==> src/hw/oct_pkg.sv <==
// Purpose: Constants and carriers for the core offset trim register bank
// Assumes: Byte-wide register port, 25 MHz clock, asynchronous active-low reset
// Notes: Each trim register is a 16-bit pair of byte addresses, low byte at the even one
// Behaviour
// - Each trim register holds a 12-bit unsigned correction in its low bits.
// - A trim value reaches only its own core and only while that core samples the matching input.
// - After reset each trim register holds the factory offset, readable and overwritable by software.
// - Core C input B trim sits at byte addresses 0x090-0x091.
// - Core B input A trim sits at byte addresses 0x092-0x093.
// - Core B input B trim sits at byte addresses 0x094-0x095.
// - Core C input A trim sits at byte addresses 0x08E-0x08F.
package oct_pkg;

	localparam int unsigned ADDR_W = 12;
	localparam int unsigned DATA_W = 8;
	localparam int unsigned TRIM_W = 12;
	localparam int unsigned REG_W = 16;
	localparam int unsigned NUM_TRIM = 4;

	// Byte addresses of the low byte of each trim register, and of the last mapped byte
	localparam logic [ADDR_W-1:0] OFS_CORE_C_INPUT_A = 12'h08E;
	localparam logic [ADDR_W-1:0] OFS_CORE_C_INPUT_B = 12'h090;
	localparam logic [ADDR_W-1:0] OFS_CORE_B_INPUT_A = 12'h092;
	localparam logic [ADDR_W-1:0] OFS_CORE_B_INPUT_B = 12'h094;
	localparam logic [ADDR_W-1:0] OFS_LAST_BYTE = 12'h095;

	// Storage index of each register
	localparam logic [1:0] IDX_CORE_C_INPUT_A = 2'h0;
	localparam logic [1:0] IDX_CORE_C_INPUT_B = 2'h1;
	localparam logic [1:0] IDX_CORE_B_INPUT_A = 2'h2;
	localparam logic [1:0] IDX_CORE_B_INPUT_B = 2'h3;

	// Field layout
	localparam int unsigned TRIM_LSB = 0;
	localparam int unsigned TRIM_MSB = 11;
	localparam int unsigned RSVD_LSB = 12;
	localparam int unsigned RSVD_MSB = 15;
	localparam logic [3:0] RSVD_RESET = 4'h0;
	localparam logic [REG_W-1:0] TRIM_RESET = 16'h0000;
	localparam logic [DATA_W-1:0] RDATA_IDLE = 8'h00;

	// Register port request
	typedef struct packed {
		logic [ADDR_W-1:0] addr;
		logic [DATA_W-1:0] wdata;
		logic wr;
		logic rd;
	} oct_req_t;

	// Calibration engine status
	typedef struct packed {
		logic fg_running;
		logic background_cal_enable;
		logic background_offset_cal_enable;
		logic offset_cal_enable;
		logic foreground_cal_done;
		logic cal_halted_flag;
	} oct_cal_t;

	// Which input each core samples: 0 for input A, 1 for input B
	typedef struct packed {
		logic core_c_on_b;
		logic core_b_on_b;
	} oct_sel_t;

	// Decoded byte address
	typedef struct packed {
		logic hit;
		logic [1:0] idx;
		logic hi;
	} oct_dec_t;

	// Maps a byte address onto register index and byte lane
	function automatic oct_dec_t oct_decode(input logic [ADDR_W-1:0] addr);
		oct_dec_t d;
		logic [ADDR_W-1:0] rel;
		rel = addr - OFS_CORE_C_INPUT_A;
		d.hit = (addr >= OFS_CORE_C_INPUT_A) && (addr <= OFS_LAST_BYTE);
		d.idx = rel[2:1];
		d.hi = rel[0];
		return d;
	endfunction

endpackage

==> src/hw/oct_offset_trim_bank.sv <==
// Purpose: Offset trim register bank feeding the B and C converter cores
// Assumes: Calibration status, input selects and factory trims come from logic on clk_i
// Notes: Software access limits during calibration are reported, not enforced
//
// Chosen here: the address-and-strobe port.
`timescale 1ns/1ps
`default_nettype none
module oct_offset_trim_bank import oct_pkg::*; (
	// Clock, reset, enable
	input wire logic clk_i,
	input wire logic arst_n_i,
	input wire logic ce_i,
	// Register port
	input wire oct_req_t req_i,
	output logic [DATA_W-1:0] rd_data_o,
	// Factory trims, core C input A first
	input wire logic [NUM_TRIM*TRIM_W-1:0] factory_trim_i,
	// Calibration status and core input selection
	input wire oct_cal_t cal_i,
	input wire oct_sel_t sel_i,
	// Applied corrections
	output logic [TRIM_W-1:0] core_c_offset_o,
	output logic [TRIM_W-1:0] core_b_offset_o,
	// Access advice for software
	output logic write_safe_o,
	output logic read_safe_o
);

	logic load_pending_q;
	logic [NUM_TRIM*REG_W-1:0] words;
	logic [TRIM_W-1:0] core_c_offset_d;
	logic [TRIM_W-1:0] core_b_offset_d;
	logic write_safe_d;
	logic read_safe_d;
	oct_dec_t wr_dec;
	oct_dec_t rd_dec;
	wire wr_hit;
	wire rd_hit;

	// Address decode for both strobes
	assign wr_dec = oct_decode(req_i.addr);
	assign rd_dec = oct_decode(req_i.addr);
	assign wr_hit = req_i.wr && wr_dec.hit;
	assign rd_hit = req_i.rd && rd_dec.hit;

	// Factory load happens on the first enabled edge after release, since reset may only load constants
	always_ff @(posedge clk_i or negedge arst_n_i) begin
		if (!arst_n_i) begin
			load_pending_q <= 1'b1;
		end else if (ce_i) begin
			load_pending_q <= 1'b0;
		end
	end

	oct_trim_store u_store (
		.clk_i(clk_i),
		.arst_n_i(arst_n_i),
		.ce_i(ce_i),
		.load_i(load_pending_q),
		.factory_i(factory_trim_i),
		.wr_i(wr_hit),
		.wr_idx_i(wr_dec.idx),
		.wr_hi_i(wr_dec.hi),
		.wr_data_i(req_i.wdata),
		.rd_i(rd_hit),
		.rd_idx_i(rd_dec.idx),
		.rd_hi_i(rd_dec.hi),
		.rd_data_o(rd_data_o),
		.words_o(words)
	);

	// Each core takes only its own pair, picked by the input it samples; reserved bits dropped
	assign core_c_offset_d = sel_i.core_c_on_b
		? words[IDX_CORE_C_INPUT_B*REG_W + TRIM_LSB +: TRIM_W]
		: words[IDX_CORE_C_INPUT_A*REG_W + TRIM_LSB +: TRIM_W];
	assign core_b_offset_d = sel_i.core_b_on_b
		? words[IDX_CORE_B_INPUT_B*REG_W + TRIM_LSB +: TRIM_W]
		: words[IDX_CORE_B_INPUT_A*REG_W + TRIM_LSB +: TRIM_W];

	// Advice flags mirror the software access limits
	assign write_safe_d = !cal_i.fg_running
		&& !(cal_i.background_cal_enable && cal_i.background_offset_cal_enable);
	assign read_safe_d = (cal_i.offset_cal_enable && !cal_i.background_offset_cal_enable)
		? cal_i.foreground_cal_done
		: ((cal_i.background_cal_enable && cal_i.background_offset_cal_enable)
			? cal_i.cal_halted_flag
			: 1'b1);

	// Output flops; corrections lag the select by one cycle
	always_ff @(posedge clk_i or negedge arst_n_i) begin
		if (!arst_n_i) begin
			core_c_offset_o <= TRIM_RESET[TRIM_MSB:TRIM_LSB];
			core_b_offset_o <= TRIM_RESET[TRIM_MSB:TRIM_LSB];
			write_safe_o <= 1'b0;
			read_safe_o <= 1'b0;
		end else if (ce_i) begin
			core_c_offset_o <= core_c_offset_d;
			core_b_offset_o <= core_b_offset_d;
			write_safe_o <= write_safe_d;
			read_safe_o <= read_safe_d;
		end
	end

endmodule
`default_nettype wire

==> src/hw/oct_trim_store.sv <==
// Purpose: Storage for the four trim words with a registered byte read port
// Assumes: Writes and loads come from logic on the same clock
// Notes: Factory load wins over a software write in the same cycle
`timescale 1ns/1ps
`default_nettype none
module oct_trim_store import oct_pkg::*; (
	// Clock and reset
	input wire logic clk_i,
	input wire logic arst_n_i,
	input wire logic ce_i,
	// Factory load
	input wire logic load_i,
	input wire logic [NUM_TRIM*TRIM_W-1:0] factory_i,
	// Byte write
	input wire logic wr_i,
	input wire logic [1:0] wr_idx_i,
	input wire logic wr_hi_i,
	input wire logic [DATA_W-1:0] wr_data_i,
	// Byte read
	input wire logic rd_i,
	input wire logic [1:0] rd_idx_i,
	input wire logic rd_hi_i,
	output logic [DATA_W-1:0] rd_data_o,
	// Stored words
	output logic [NUM_TRIM*REG_W-1:0] words_o
);

	logic [REG_W-1:0] mem_q [NUM_TRIM];
	logic [REG_W-1:0] rd_word;

	assign rd_word = mem_q[rd_idx_i];

	// Word storage; reserved nibble clears on the factory load too
	always_ff @(posedge clk_i or negedge arst_n_i) begin
		if (!arst_n_i) begin
			for (int i = 0; i < NUM_TRIM; i++) begin
				mem_q[i] <= TRIM_RESET;
			end
		end else if (ce_i) begin
			if (load_i) begin
				for (int i = 0; i < NUM_TRIM; i++) begin
					mem_q[i] <= {RSVD_RESET, factory_i[i*TRIM_W +: TRIM_W]};
				end
			end else if (wr_i) begin
				if (wr_hi_i) begin
					mem_q[wr_idx_i][RSVD_MSB:DATA_W] <= wr_data_i;
				end else begin
					mem_q[wr_idx_i][DATA_W-1:0] <= wr_data_i;
				end
			end
		end
	end

	// Read data live one cycle only, idle value otherwise
	always_ff @(posedge clk_i or negedge arst_n_i) begin
		if (!arst_n_i) begin
			rd_data_o <= RDATA_IDLE;
		end else if (ce_i) begin
			if (rd_i) begin
				rd_data_o <= rd_hi_i ? rd_word[RSVD_MSB:DATA_W] : rd_word[DATA_W-1:0];
			end else begin
				rd_data_o <= RDATA_IDLE;
			end
		end
	end

	genvar g;
	generate
		for (g = 0; g < NUM_TRIM; g++) begin : g_out
			assign words_o[g*REG_W +: REG_W] = mem_q[g];
		end
	endgenerate

endmodule
`default_nettype wire

==> config.mk <==
export PLATFORM = sky130hd
export DESIGN_NAME = oct_offset_trim_bank
export DESIGN_NICKNAME = d
export VERILOG_FILES = /design/src/hw/oct_pkg.sv /design/src/hw/oct_offset_trim_bank.sv /design/src/hw/oct_trim_store.sv
export SDC_FILE = /design/constraint.sdc
export NUM_CORES = 1
export LEC_CHECK = 0
export BUFFER_PORTS_ARGS = -buffer_cell sky130_fd_sc_hd__buf_2
export CELL_PAD_IN_SITES_DETAIL_PLACEMENT = 0
export CELL_PAD_IN_SITES_GLOBAL_PLACEMENT = 1
export CORE_MARGIN = 3
export CORE_UTILIZATION = 43
export DETAILED_ROUTE_END_ITERATION = 16
export GPL_ROUTABILITY_DRIVEN = 0
export PLACE_DENSITY_LB_ADDON = 0.25
export SKIP_LAST_GASP = 1
export SLEW_MARGIN = 20
export SYNTH_ARGS = -nofsm -noshare
export SYNTH_HDL_FRONTEND = slang
export SYNTH_SLANG_ARGS = --single-unit
==> constraint.sdc <==
create_clock -name clk_i -period 2.2 [get_ports clk_i]
set_clock_uncertainty 0.1 [all_clocks]
set_input_delay 0.22 -clock clk_i [delete_from_list [all_inputs] [get_ports clk_i]]
set_output_delay 0.22 -clock clk_i [all_outputs]
set_load 0.03 [all_outputs]
# Yosys cells after proc, flatten, opt, wreduce, memory -nomap -nowiden
# Cells that the tools add are included.
word_totals:
  register_bits: 99
  word_cells: 46
op_classes:
  addsub: 1
  n_lt_le_gt_ge: 4
  n_mux: 18
  bitwise: 1
  reduce_logical: 12
op_table:
  columns: ["op", "count"]
  rows:
  - ["64-bit two-way mux", 3]
  - ["64-bit bitwise mux", 2]
  - ["16-bit demux with 2-bit select", 2]
  - ["16-bit two-way mux", 3]
  - ["16-bit binary-select mux with 2-bit select", 1]
  - ["12-bit two-way mux", 2]
  - ["8-bit two-way mux", 3]
  - ["12-bit by 8-bit greater-or-equal comparator with 1-bit output, second input constant", 1]
  - ["12-bit by 8-bit <= comparator with 1-bit output, second input constant", 1]
  - ["1-bit logical AND", 7]
  - ["3-bit greater-or-equal comparator, second input constant", 1]
  - ["1-bit logical NOT", 3]
  - ["3-bit by 1-bit less-than comparator with 1-bit output, second input constant", 1]
  - ["2-bit inverter with 3-bit output", 1]
  - ["3-bit subtractor, second input constant", 1]
  - ["1-bit two-way mux", 2]
  - ["2-bit AND reduction", 1]
  - ["2-bit nonzero test", 1]

# Longest topological paths before layout
# Gate-level depths: netlist (run 1).
depth:
  depth_word: 10
  ltp_mapped: 9

# By module
# Synthesis (run 1) repeated with hierarchy kept, for this count alone.
unflattened:
  cells_unflattened: 463
  hier_area_um2: 5615.4
modules_own_cells:
  columns: ["module", "n_inst", "cells_per_inst", "area_per_inst_um2", "seq_area_each_um2"]
  rows:
  - ["oct_trim_store", 1, 338, 4309.1, 1801.7]
  - ["oct_offset_trim_bank", 1, 125, 1306.3, 676.9]

# Worst setup path after synthesis (run 1)
# No wires, ideal clock.
synth_path:
  path_kind: "input -> register"
  startpoint: "input req_i[11] in the netlist's numbering"
  endpoint: "register u_store.rd_data_o[4]"
  t_arrival_ns: 2.163
  t_required_ns: 1.964
  path_slack_ns: -0.199
  cell_stages: 9
  n_path_buf: 4
  cell_sequence: "buf_6 buf_2 inv_1 ha_1 clkbuf_1 clkbuf_1 mux4_2 mux2i_1 o22ai_1"
synth_via:
  elab_chain_len: 7
  word_cells_on_any_way: 11
synth_rtl:
  columns: ["element", "line_no", "source"]
  rows:
  - ["start: declaration", "oct_offset_trim_bank.sv:14", "input wire oct_req_t req_i,"]
  - ["3-bit subtractor", "oct_pkg.sv:77", "rel = addr - OFS_CORE_C_INPUT_A;"]
  - ["2-bit inverter with 3-bit output (not written as such)", "oct_trim_store.sv:31", "assign rd_word = mem_q[rd_idx_i];"]
  - ["16-bit binary-select mux with 2-bit select", "oct_trim_store.sv:31", null]
  - ["16-bit two-way mux (not written as such) (2 in a row)", "oct_trim_store.sv:31", null]
  - ["8-bit two-way mux", "oct_trim_store.sv:60", "rd_data_o <= rd_hi_i ? rd_word[RSVD_MSB:DATA_W] : rd_word[DATA_W-1:0];"]
  - ["8-bit two-way mux *", "oct_trim_store.sv:59", "if (rd_i) begin"]
  - ["end signal: assignment", "oct_trim_store.sv:60", null]
  - ["end: declaration", "oct_trim_store.sv:23", "output logic [DATA_W-1:0] rd_data_o,"]
# Every way passes the cells marked *; elsewhere a longest branch is shown, timed or not. The select of a mux whose other input is x is not followed.
# A chain may end at the register's enable or synchronous reset.

# Final worst setup path (run 1)
layout_path:
  startpoint: "register load_pending_q"
  endpoint: "register u_store.mem_q, in the netlist u_store.words_o[7]"
layout_via:
  elab_chain_len: 2
  word_cells_on_any_way: 3
layout_rtl:
  columns: ["element", "line_no", "source"]
  rows:
  - ["start: declaration", "oct_offset_trim_bank.sv:29", "logic load_pending_q;"]
  - ["start signal: assignment", "oct_offset_trim_bank.sv:49", "load_pending_q <= 1'b1;"]
  - ["start signal: assignment", "oct_offset_trim_bank.sv:51", "load_pending_q <= 1'b0;"]
  - ["2-bit nonzero test (no source line)", null, null]
  - ["2-bit AND reduction (no source line)", null, null]
  - ["end signal: indexed assignment", "oct_trim_store.sv:42", "mem_q[i] <= {RSVD_RESET, factory_i[i*TRIM_W +: TRIM_W]};"]
  - ["end signal: indexed assignment", "oct_trim_store.sv:46", "mem_q[wr_idx_i][RSVD_MSB:DATA_W] <= wr_data_i;"]
  - ["end signal: indexed assignment", "oct_trim_store.sv:48", "mem_q[wr_idx_i][DATA_W-1:0] <= wr_data_i;"]
  - ["end: declaration", "oct_trim_store.sv:28", "logic [REG_W-1:0] mem_q [NUM_TRIM];"]
# Parallel ways exist; a longest one is shown, timed or not.

==> impl_results.md, run 1 <==
* Status: finished, final reports clean
* Initial Util at 44.74%
* Later-pin clock latency in the skew report at 0.34 ns
* Total Negative Setup Slacks at 0 ns
* Number of DRC markers in iteration 0 at 514
* CTS tree: yes
* Yosys warns at 0
* Worst min-delay path endpoint: read_safe_o
* Most frequent cells after synthesis: sky130_fd_sc_hd__dfrtp_1 (98), sky130_fd_sc_hd__nor2_1 (93), sky130_fd_sc_hd__o22ai_1 (56)
* Clock period minus worst slack at 1.825 ns
* Family of cells with the greatest summed delay on the critical path: flip-flops
* Max-slew violation count at 0
* Count of vias placed by the detailed router at 4807
* R2r startpoint: load_pending_q
* Max_slew headroom at 65.56%
* Kind of capture point of the worst setup path: flip-flop
* Worst voltage drop across the vdd grid at 294.4 µV
* Port Buffers at 114
* Total clock buffers created by CTS at 9
* Number of instances on the worst hold path at 3
* Pre-Repair DR Iteration Count at 5
* Number of setup buffers added after CTS at 0
* Maximum fanout encountered on the critical timing path at 49
* Cell taking the most area after synthesis: sky130_fd_sc_hd__dfrtp_1
* Worst-Margin Slew at 0.5166 ns
* Total power density per cell area at 648.9 nW/µm²
* Data required time of the worst path at 2.31 ns
* Share of flip-flops with an asynchronous set or reset after synthesis at 100.0%
* Diodes inserted at 0
* Number of nets in the final layout at 713
* Number of enable-type register cells in the synthesized netlist at 0
* Slowest Stage Delay on Critical Path at 0.73 ns
* Post-CTS Resized at 0
* GR Util All Layers at 23.15%
* Data arrival time of the critical path at 1.94 ns
* Register-to-Register Path Depth at 4
* Post-synthesis sequential element count at 99
* Main synth FF type: sky130_fd_sc_hd__dfrtp_1
* Number of antenna violations at the first check in global routing at 0
* Count of unique library cells instantiated by Yosys at 38
* Nets in the synthesized netlist at 619
* Min-delay worst type: in -> reg
* Highest achievable clock rate at 547.9 MHz
* Total die area at 14150 µm²
* Leakage dissipation at 2.988 nW
* Netlist area before placement at 5487 µm²
* TritonCTS sink count at 99
* H-Tree Depth at 3
* IO Count at 115
* Cell chosen for the clock root: sky130_fd_sc_hd__clkbuf_16
* Via count of the first global-routing pass at 4700
* X dimension of the die at 119.0 µm
* Number of standard-cell rows in the floorplan at 40
* Half-perimeter wire length of the detailed placement result at 11520 µm
* Worst reg2reg setup slack at 0.37 ns
* Portion of the post-synthesis area used by sequential elements at 45.18%
* Core region area at 12260 µm²
* Period utilisation layout at 82.96%
* Buffering stage count on the worst path with inverters included at 2
* Mean Syn Cell Area at 10.27 µm²
* Height of the die at 119.0 µm
* Synth area leaders: sky130_fd_sc_hd__dfrtp_1 (45%), sky130_fd_sc_hd__mux4_2 (6.6%), sky130_fd_sc_hd__o22ai_1 (6.4%), sky130_fd_sc_hd__nor2_1 (6.4%), sky130_fd_sc_hd__mux2i_1 (5.8%)
* Total power at 4.211 mW
* Source of the worst hold timing path: cal_i[0]
* Number of failing setup endpoints in the final timing report at 0
* Leftover overflow at the end of global routing at 0
* Antenna-violating nets left at 0
* Layout overhead on the synthesized area at 18.27%
* Count of mapped cells out of synthesis at 534
* End of the worst register-to-register path: u_store.words_o[7]
* Share of post-route cells with drive strength above 1 at 28.12%
* Category of the worst setup path launch point: flip-flop
* CP Cell Sequence: clkinv_1 -> buf_4 -> o22ai_1 -> a22oi_1
* Cell with the most instances after synthesis: sky130_fd_sc_hd__dfrtp_1
* Routed wirelength normalized by instance count at 20.46 µm
* First-pass GRT wire length at 25540 µm
* Crit path kind: reg -> reg
* Total Wirelength at 16390 µm
* Cell with the biggest individual delay on the critical path: sky130_fd_sc_hd__dfstp_2
* Unrepaired setup endpoints after global routing: false
* Buffers from clock root to sink, at most at 2
* Top-area cell type share of the netlist area at 44.70%
* Vias per inst at 6.001
* Clk pin slew, worst setup/hold paths at 0.06 ns
* Maximum number of pins on one net before global-route repair at 93
* Count of endpoints failing hold in the final timing report at 0
* Number of max-cap violations at 0
* DRC errors left at 0
## repair_timing
| item | 4_1_cts | 5_1_grt |
|---|---|---|
| hold buffers | 1 | 0 |
| setup endpoints to repair | 0 | 0 |
| hold endpoints to repair | 22 | 0 |
## power breakdown
part,switching [mW],internal [mW]
Combinational,0.458,0.302
Sequential,0.0826,1.94
Clock,0.655,0.772
## worst max path at each step
stage                    from                   end  slack [ns]  cells after the start
6_report       load_pending_q    u_store.words_o[7]        0.37                      4
3_5_place_dp        req_i[20]   u_store.words_o[13]        0.15                      6
2_1_floorplan       req_i[11]  u_store.rd_data_o[4]        0.02                      9
3_3_place_gp        req_i[20]   u_store.words_o[13]        0.18                      6
5_1_grt        load_pending_q    u_store.words_o[7]        0.27                      4
4_1_cts        load_pending_q    u_store.words_o[7]        0.38                      4
## registers in the layout (all words and copies together), names as in the netlist
register,flops
u_store.words_o,64
load_pending_q,1
core_c_offset_o,12
write_safe_o,1
u_store.rd_data_o,8
read_safe_o,1
core_b_offset_o,12
## final cells by class
class                           instances  area, µm²
Fill cell                            1103       5773
Multi-Input combinational cell        365       2693
Sequential cell                        99       2479
Timing Repair Buffer                  133      780.7
Clock buffer                           16      251.5
Tap cell                              168      210.2
Inverter                               20      75.07
## logic make-up after synthesis
group | synth area share [%]
mux | 12.61
compound gates | 20.00
simple gates | 15.55
flops | 45.18
fa+ha+maj | 0.9122
buf+inv | 5.747
## cells in the final DEF (no fill, tap or decap), drive strengths merged, types with 17 or more instances in the layout
cell type and instances:
a21oi 26, a22oi 32, buf 132, dfrtp 98, inv 19, mux2i 32, nor2 94, nor2b 17
o22ai 56
## metal layers
metal | GRT usage, % | wire length, µm
met5 | 0 | 0
met4 | 10.93 | 479
met3 | 5.508 | 1315
met2 | 33.75 | 7311
met1 | 32.58 | 7282
## worst reg2reg max path, stage by stage, from the launching register on
cell and delay [ns]:
sky130_fd_sc_hd__dfstp_2 0.73, sky130_fd_sc_hd__clkinv_1 0.14, sky130_fd_sc_hd__buf_4 0.31, sky130_fd_sc_hd__o22ai_1 0.29, sky130_fd_sc_hd__a22oi_1 0.12
## through the flow
stage	hold WS [ns]	util, %	setup slack [ns]	area (µm²)	instances
floorplan	-0.1756	-	0.02477	5490	534
global placement	0.05039	50.79	0.1778	6227	784
detailed placement	0.04981	50.79	0.1461	6227	784
CTS	0.06114	52.92	0.3802	6489	801
global route	0.1014	52.92	0.2747	6489	801
finish	0.07511	52.92	0.3748	6489	801
(Power assumes the default switching activity.)
==> run 2, diff against run 1 <==
--- a/config.mk
+++ b/config.mk
@@ -5,11 +5,12 @@
 export SDC_FILE = /design/constraint.sdc
 export NUM_CORES = 1
 export LEC_CHECK = 0
+export ABC_AREA = 1
 export BUFFER_PORTS_ARGS = -buffer_cell sky130_fd_sc_hd__buf_2
 export CELL_PAD_IN_SITES_DETAIL_PLACEMENT = 0
 export CELL_PAD_IN_SITES_GLOBAL_PLACEMENT = 1
 export CORE_MARGIN = 3
-export CORE_UTILIZATION = 43
+export CORE_UTILIZATION = 35
 export DETAILED_ROUTE_END_ITERATION = 16
 export GPL_ROUTABILITY_DRIVEN = 0
 export PLACE_DENSITY_LB_ADDON = 0.25
==> constraint.sdc (replaced) <==
create_clock -name clk_i -period 1.6 [get_ports clk_i]
set_clock_uncertainty 0.1 [all_clocks]
set_input_delay 0.16 -clock clk_i [delete_from_list [all_inputs] [get_ports clk_i]]
set_output_delay 0.16 -clock clk_i [all_outputs]
set_load 0.03 [all_outputs]
==> impl_results.md, run 2 <==
* Status: finished, final reports clean
* Data required time of the worst path at 1.72 ns
* Portion of the post-synthesis area used by sequential elements at 44.44%
* Buffers from clock root to sink, at most at 2
* Most common cell on crit path: sky130_fd_sc_hd__nand2_1
* Final critical-path setup slack at 0.04592 ns
* Main synth FF type: sky130_fd_sc_hd__dfrtp_1
* Number of failing setup endpoints in the final timing report at 0
* Later-pin clock latency in the skew report at 0.34 ns
* Total power density per cell area at 819.0 nW/µm²
* Max_slew headroom at 75.11%
* Maximum number of pins on one net before global-route repair at 61
* Commonest cells after routing, fill and taps aside: sky130_fd_sc_hd__nand2_1 (312), sky130_fd_sc_hd__buf_2 (113), sky130_fd_sc_hd__dfrtp_1 (98)
* Most Used Layer, Global Route: met1
* Height of the die at 132.2 µm
* Layout overhead on the synthesized area at 25.91%
* Netlist area before placement at 5578 µm²
* Worst setup slack after placement at -0.07999 ns
* Number of nets in the final layout at 1009
* Cell taking the most area after synthesis: sky130_fd_sc_hd__dfrtp_1
* Category of the worst setup path launch point: flip-flop
* Data arrival time of the critical path at 1.68 ns
* Number of standard-cell rows in the floorplan at 45
* Most frequent standard cell in the layout excluding fill and tap cells: sky130_fd_sc_hd__nand2_1
* Number of max-cap violations at 0
* Slowest Stage Delay on Critical Path at 0.55 ns
* Core region area at 15370 µm²
* Via count of the first global-routing pass at 5403
* Mean Syn Cell Area at 6.990 µm²
* Met3 usage at 3.168%
* Min-delay worst type: in -> reg
* X dimension of the die at 132.2 µm
* Clock period minus worst slack at 1.554 ns
* Diodes inserted at 0
* H-Tree Depth at 3
* Pre-Repair DR Iteration Count at 5
* Number of antenna violations at the first check in global routing at 0
* Share of post-route cells with drive strength above 1 at 21.01%
* Most frequent cells after synthesis: sky130_fd_sc_hd__nand2_1 (314), sky130_fd_sc_hd__dfrtp_1 (98), sky130_fd_sc_hd__o21ai_0 (94)
* Total Negative Setup Slacks at 0 ns
* TritonCTS sink count at 99
* Max reg flops at 64
* Total clock buffers created by CTS at 9
* Antenna-violating nets left at 0
* Post-synthesis sequential element count at 99
* Max-slew violation count at 0
* Kind of capture point of the worst setup path: flip-flop
* GR Util All Layers at 21.18%
* Routed wirelength normalized by instance count at 16.12 µm
* Total die area at 17490 µm²
* Port Buffers at 114
* Clk pin slew, worst setup/hold paths at 0.07 ns
* Count of unique library cells instantiated by Yosys at 24
* First-pass GRT wire length at 29610 µm
* Crit path kind: reg -> reg
* Share of flip-flops with an asynchronous set or reset after synthesis at 100.0%
* Cell with the biggest individual delay on the critical path: sky130_fd_sc_hd__dfstp_2
* Count of filler cells inserted in the layout at 1618
* Leakage dissipation at 3.734 nW
* Nets in the synthesized netlist at 883
* Yosys warns at 0
* Worst-Margin Slew at 0.3733 ns
* Period utilisation layout at 97.13%
* Count of endpoints failing hold in the final timing report at 0
* IO Count at 115
* Number of enable-type register cells in the synthesized netlist at 0
* Maximum fanout encountered on the critical timing path at 19
* M1 GR Usage at 33.87%
* Initial Util at 36.29%
* Synth area leaders: sky130_fd_sc_hd__dfrtp_1 (44%), sky130_fd_sc_hd__nand2_1 (21%), sky130_fd_sc_hd__o21ai_0 (8.4%), sky130_fd_sc_hd__nand3_1 (6.6%), sky130_fd_sc_hd__nor2_1 (5.0%)
* CP Cell Sequence: buf_4 -> nand2_1 -> nand2_2 -> buf_12 -> buf_12 -> nand2_4 -> nand2_1 -> nand2_1
* Highest achievable clock rate at 643.5 MHz
* Number of DRC markers in iteration 0 at 507
* Top-area cell type share of the netlist area at 43.97%
* Worst voltage drop across the vdd grid at 470.8 µV
* Count of mapped cells out of synthesis at 798
* Half-perimeter wire length of the detailed placement result at 14140 µm
* CTS tree: yes
* DRC errors left at 0
* Cell with the most instances after synthesis: sky130_fd_sc_hd__nand2_1
* Global routing usage on met2 at 30.25%
* Cell chosen for the clock root: sky130_fd_sc_hd__clkbuf_16
* Leftover overflow at the end of global routing at 0
* Total Wirelength at 18360 µm
* Count of vias placed by the detailed router at 5594
* Vias per inst at 4.911
* Unrepaired setup endpoints after global routing: true
run 2: metal layers:
metal  part of all wire [%]  wire length (µm)
met1                     52              9476
met2                     41              7536
met5                      0                 0
met4                    1.3               240
met3                    6.0              1106
run 2: repair_timing:
item / in CTS / in global routing
gates resized for setup: 0 / 4
endpoints found under the hold margin: 98 / 0
endpoints found under the setup margin: 0 / 46
hold buffers: 1 / 0
setup buffers: 0 / 2
run 2: final cells by class:
cell class	instances	area, µm²	area share, %
multi-input combinational	615	2769	39.43
sequential	99	2479	35.29
timing repair buffer	162	1076	15.32
tap	211	264.0	3.759
clock buffer	11	242.7	3.456
inverter	37	141.4	2.013
clock inverter	4	51.30	0.7304
run 2: per-stage QoR:
step | instances | util, % | cell area (µm²) | power, mW | hold WS, ns
6_report | 1139 | 45.69 | 7023 | 5.752 | 0.01960
5_1_grt | 1139 | 45.69 | 7023 | 6.023 | 0.06850
4_1_cts | 1135 | 45.35 | 6970 | 5.794 | 0.02078
3_5_place_dp | 1119 | 43.37 | 6666 | 3.620 | 0.06211
3_3_place_gp | 1119 | 43.37 | 6666 | 3.615 | 0.06618
2_1_floorplan | 798 | - | 5637 | 3.204 | -0.2356
run 2: cell families after synthesis:
group / share of synthesized area, %
and+or+nand+nor: 34.66
AOI/OAI and AO/OA: 13.26
DFF: 44.44
buffers and inverters: 6.752
adders and majority gates: 0.8973
run 2: path summary, 6_finish.rpt:
| path | start | slack [ns] | cells past startpoint | endpoint |
|---|---|---|---|---|
| worst min register to register | u_store.words_o[39] | 0.37 | 2 | u_store.words_o[39] |
| max in group asynchronous | arst_n_i | 0.79 | 3 | load_pending_q |
| worst max-delay path | load_pending_q | 0.05 | 8 | u_store.words_o[43] |
| worst min-delay path | cal_i[1] | 0.02 | 3 | read_safe_o |
| min in group asynchronous | arst_n_i | 0.24 | 3 | core_c_offset_o[9] |
| worst max register to register | load_pending_q | 0.05 | 8 | u_store.words_o[43] |
run 2: critical path, delay by kind of cell, from the launching register on:
| family | cells | cell delay [ns] |
|---|---|---|
| and+or+nand+nor | 5 | 0.35 |
| buffers and inverters | 3 | 0.43 |
| DFF | 1 | 0.55 |
run 2: power by group:
group	total (mW)	leakage [nW]	switching, mW	internal [mW]
clock network	2.18	0.142	0.930	1.25
registers	2.66	1.33	0.0664	2.60
logic	0.911	2.26	0.591	0.320
==> run 3, diff against run 2 <==
--- a/config.mk
+++ b/config.mk
@@ -10,7 +10,8 @@
 export CELL_PAD_IN_SITES_DETAIL_PLACEMENT = 0
 export CELL_PAD_IN_SITES_GLOBAL_PLACEMENT = 1
 export CORE_MARGIN = 3
-export CORE_UTILIZATION = 35
+export CORE_UTILIZATION = 36
+export CTS_BUF_LIST = sky130_fd_sc_hd__clkbuf_4 sky130_fd_sc_hd__clkbuf_8
 export DETAILED_ROUTE_END_ITERATION = 16
 export GPL_ROUTABILITY_DRIVEN = 0
 export PLACE_DENSITY_LB_ADDON = 0.25
==> constraint.sdc (replaced) <==
create_clock -name clk_i -period 1.6 [get_ports clk_i]
set_clock_uncertainty 0.1 [all_clocks]
set_input_delay 0.16 -clock clk_i [delete_from_list [all_inputs] [get_ports clk_i]]
set_output_delay 0.16 -clock clk_i [all_outputs]
set_load 0.005 [all_outputs]
==> impl_results.md, run 3 (synthesis results as in run 2) <==
* Commonest cells after routing, fill and taps aside: sky130_fd_sc_hd__nand2_1 (311), sky130_fd_sc_hd__buf_2 (113), sky130_fd_sc_hd__dfrtp_1 (98)
* Count of filler cells inserted in the layout at 1562
* Later-pin clock latency in the skew report at 0.36 ns
* WL met3 at 1219 µm
* Crit path kind: reg -> reg
* Data required time of the worst path at 1.81 ns
* Worst setup slack after placement at -0.1846 ns
* Count of endpoints failing hold in the final timing report at 0
* Number of antenna violations at the first check in global routing at 0
* Number of nets in the final layout at 1004
* Category of the worst setup path launch point: flip-flop
* Core region area at 14860 µm²
* Total power at 5.117 mW
* Diodes inserted at 0
* Data arrival time of the critical path at 1.76 ns
* Unrepaired setup endpoints after global routing: true
* Total met2 wirelength after detailed routing at 7616 µm
* Number of DRC markers in iteration 0 at 404
* Register cell area after layout at 2479 µm²
* Total power density per cell area at 751.0 nW/µm²
* Maximum fanout encountered on the critical timing path at 42
* Vias per inst at 5.023
* Highest achievable clock rate at 641.9 MHz
* Pre-Repair DR Iteration Count at 5
* IO Count at 115
* Area occupied by multi-input gates at 2771 µm²
* Total Wirelength at 18180 µm
* Status: finished, final reports clean
* Number of max-cap violations at 0
* Highest metal layer used by the detailed router: met4
* Worst-Margin Slew at 0.3703 ns
* Max-slew violation count at 0
* Final critical-path setup slack at 0.04216 ns
* GR Util All Layers at 21.86%
* CP Cell Sequence: buf_4 -> buf_12 -> nand2_1 -> o21ai_0 -> nand3_1 -> nand2_1
* Kind of capture point of the worst setup path: flip-flop
* Number of failing setup endpoints in the final timing report at 0
* Worst voltage drop across the vdd grid at 334.6 µV
* Count of vias placed by the detailed router at 5566
* Number of instances on the worst hold path at 3
* Height of the die at 130.5 µm
* Share of post-route cells with drive strength above 1 at 20.56%
* CTS tree: yes
* Total die area at 17020 µm²
* Clk pin slew, worst setup/hold paths at 0.09 ns
* Half-perimeter wire length of the detailed placement result at 14160 µm
* Via count of the first global-routing pass at 5427
* Most common cell on crit path: sky130_fd_sc_hd__nand2_1
* Min-delay worst type: in -> reg
* Maximum number of pins on one net before global-route repair at 64
* Total clock buffers created by CTS at 9
* Buffers from clock root to sink, at most at 2
* Post-route met1 wirelength at 9177 µm
* Register-to-Register Path Depth at 6
* Number of standard-cell rows in the floorplan at 44
* Clock period minus worst slack at 1.558 ns
* Leftover overflow at the end of global routing at 0
* Cell chosen for the clock root: sky130_fd_sc_hd__clkbuf_8
* Layout overhead on the synthesized area at 22.16%
* X dimension of the die at 130.5 µm
* Period utilisation layout at 97.37%
* Antenna-violating nets left at 0
* TritonCTS sink count at 99
* H-Tree Depth at 3
* Most frequent standard cell in the layout excluding fill and tap cells: sky130_fd_sc_hd__nand2_1
* Port Buffers at 114
* Max reg flops at 64
* First-pass GRT wire length at 28760 µm
* Initial Util at 37.53%
* Routed wirelength normalized by instance count at 16.41 µm
* Slowest Stage Delay on Critical Path at 0.57 ns
* Cell with the biggest individual delay on the critical path: sky130_fd_sc_hd__dfstp_2
* Max_slew headroom at 75.31%
* Leakage dissipation at 3.656 nW
* DRC errors left at 0
## run 3: cell count changes in the layout (fill, tap and decap cells not counted), sizes merged
cell / delta
clkdlybuf4s15: -2
dlygate4sd3: +2
buf: -5
clkbuf: +1
## run 3: worst max-delay path, delay by kind of cell (launching register included)
family / cells / cell delay, ns
compound gates: 1 / 0.09
simple gates: 3 / 0.38
buf+inv: 2 / 0.33
flops: 1 / 0.57
## run 3: cell type report
class / count / share of cell area, %
Sequential cell: 99 / 36.38
Timing Repair Buffer: 157 / 14.60
Multi-Input combinational cell: 615 / 40.67
Clock buffer: 12 / 2.148
Clock inverter: 4 / 0.7528
Tap cell: 184 / 3.379
Inverter: 37 / 2.075
## run 3: worst paths after layout
path                                      from                  end  slack (ns)
max                             load_pending_q  u_store.words_o[40]        0.04
min                                   cal_i[0]          read_safe_o        0.01
max reg2reg                     load_pending_q  u_store.words_o[40]        0.04
min reg2reg                u_store.words_o[12]  u_store.words_o[12]        0.38
max in group asynchronous             arst_n_i       load_pending_q        0.82
min in group asynchronous             arst_n_i   core_c_offset_o[5]        0.21
## run 3: repair_timing
action | 4_1_cts | 5_1_grt
endpoints found under the setup margin | 19 | 13
hold endpoints to repair | 100 | 0
hold buffers | 3 | 0
resized for setup | 2 | 2
buffers inserted | 1 | 1
## run 3: routing by layer
layer	vias to the layer above	global-route usage [%]
met4	0	4.174
li1	2816	-
met5	-	0
met1	2557	34.31
met2	183	31.99
met3	10	3.537
## run 3: stage by stage
stage	instances	hold WS [ns]	cell area (µm²)	utilization, %	TNS [ns]
after floorplan	798	-0.2356	5637	-	-1.088
after global placement	1087	0.05341	6545	44.03	-3.613
after detailed placement	1087	0.04908	6545	44.03	-2.160
after CTS	1107	0.003297	6792	45.69	0
after global routing	1108	0.02495	6814	45.84	-0.01482
final	1108	0.01033	6814	45.84	0
## run 3: where the power goes
part           leakage [nW]  internal, mW  switching (mW)
registers              1.33          2.59          0.0675
logic                  2.22         0.315           0.489
clock network         0.101         0.778           0.873
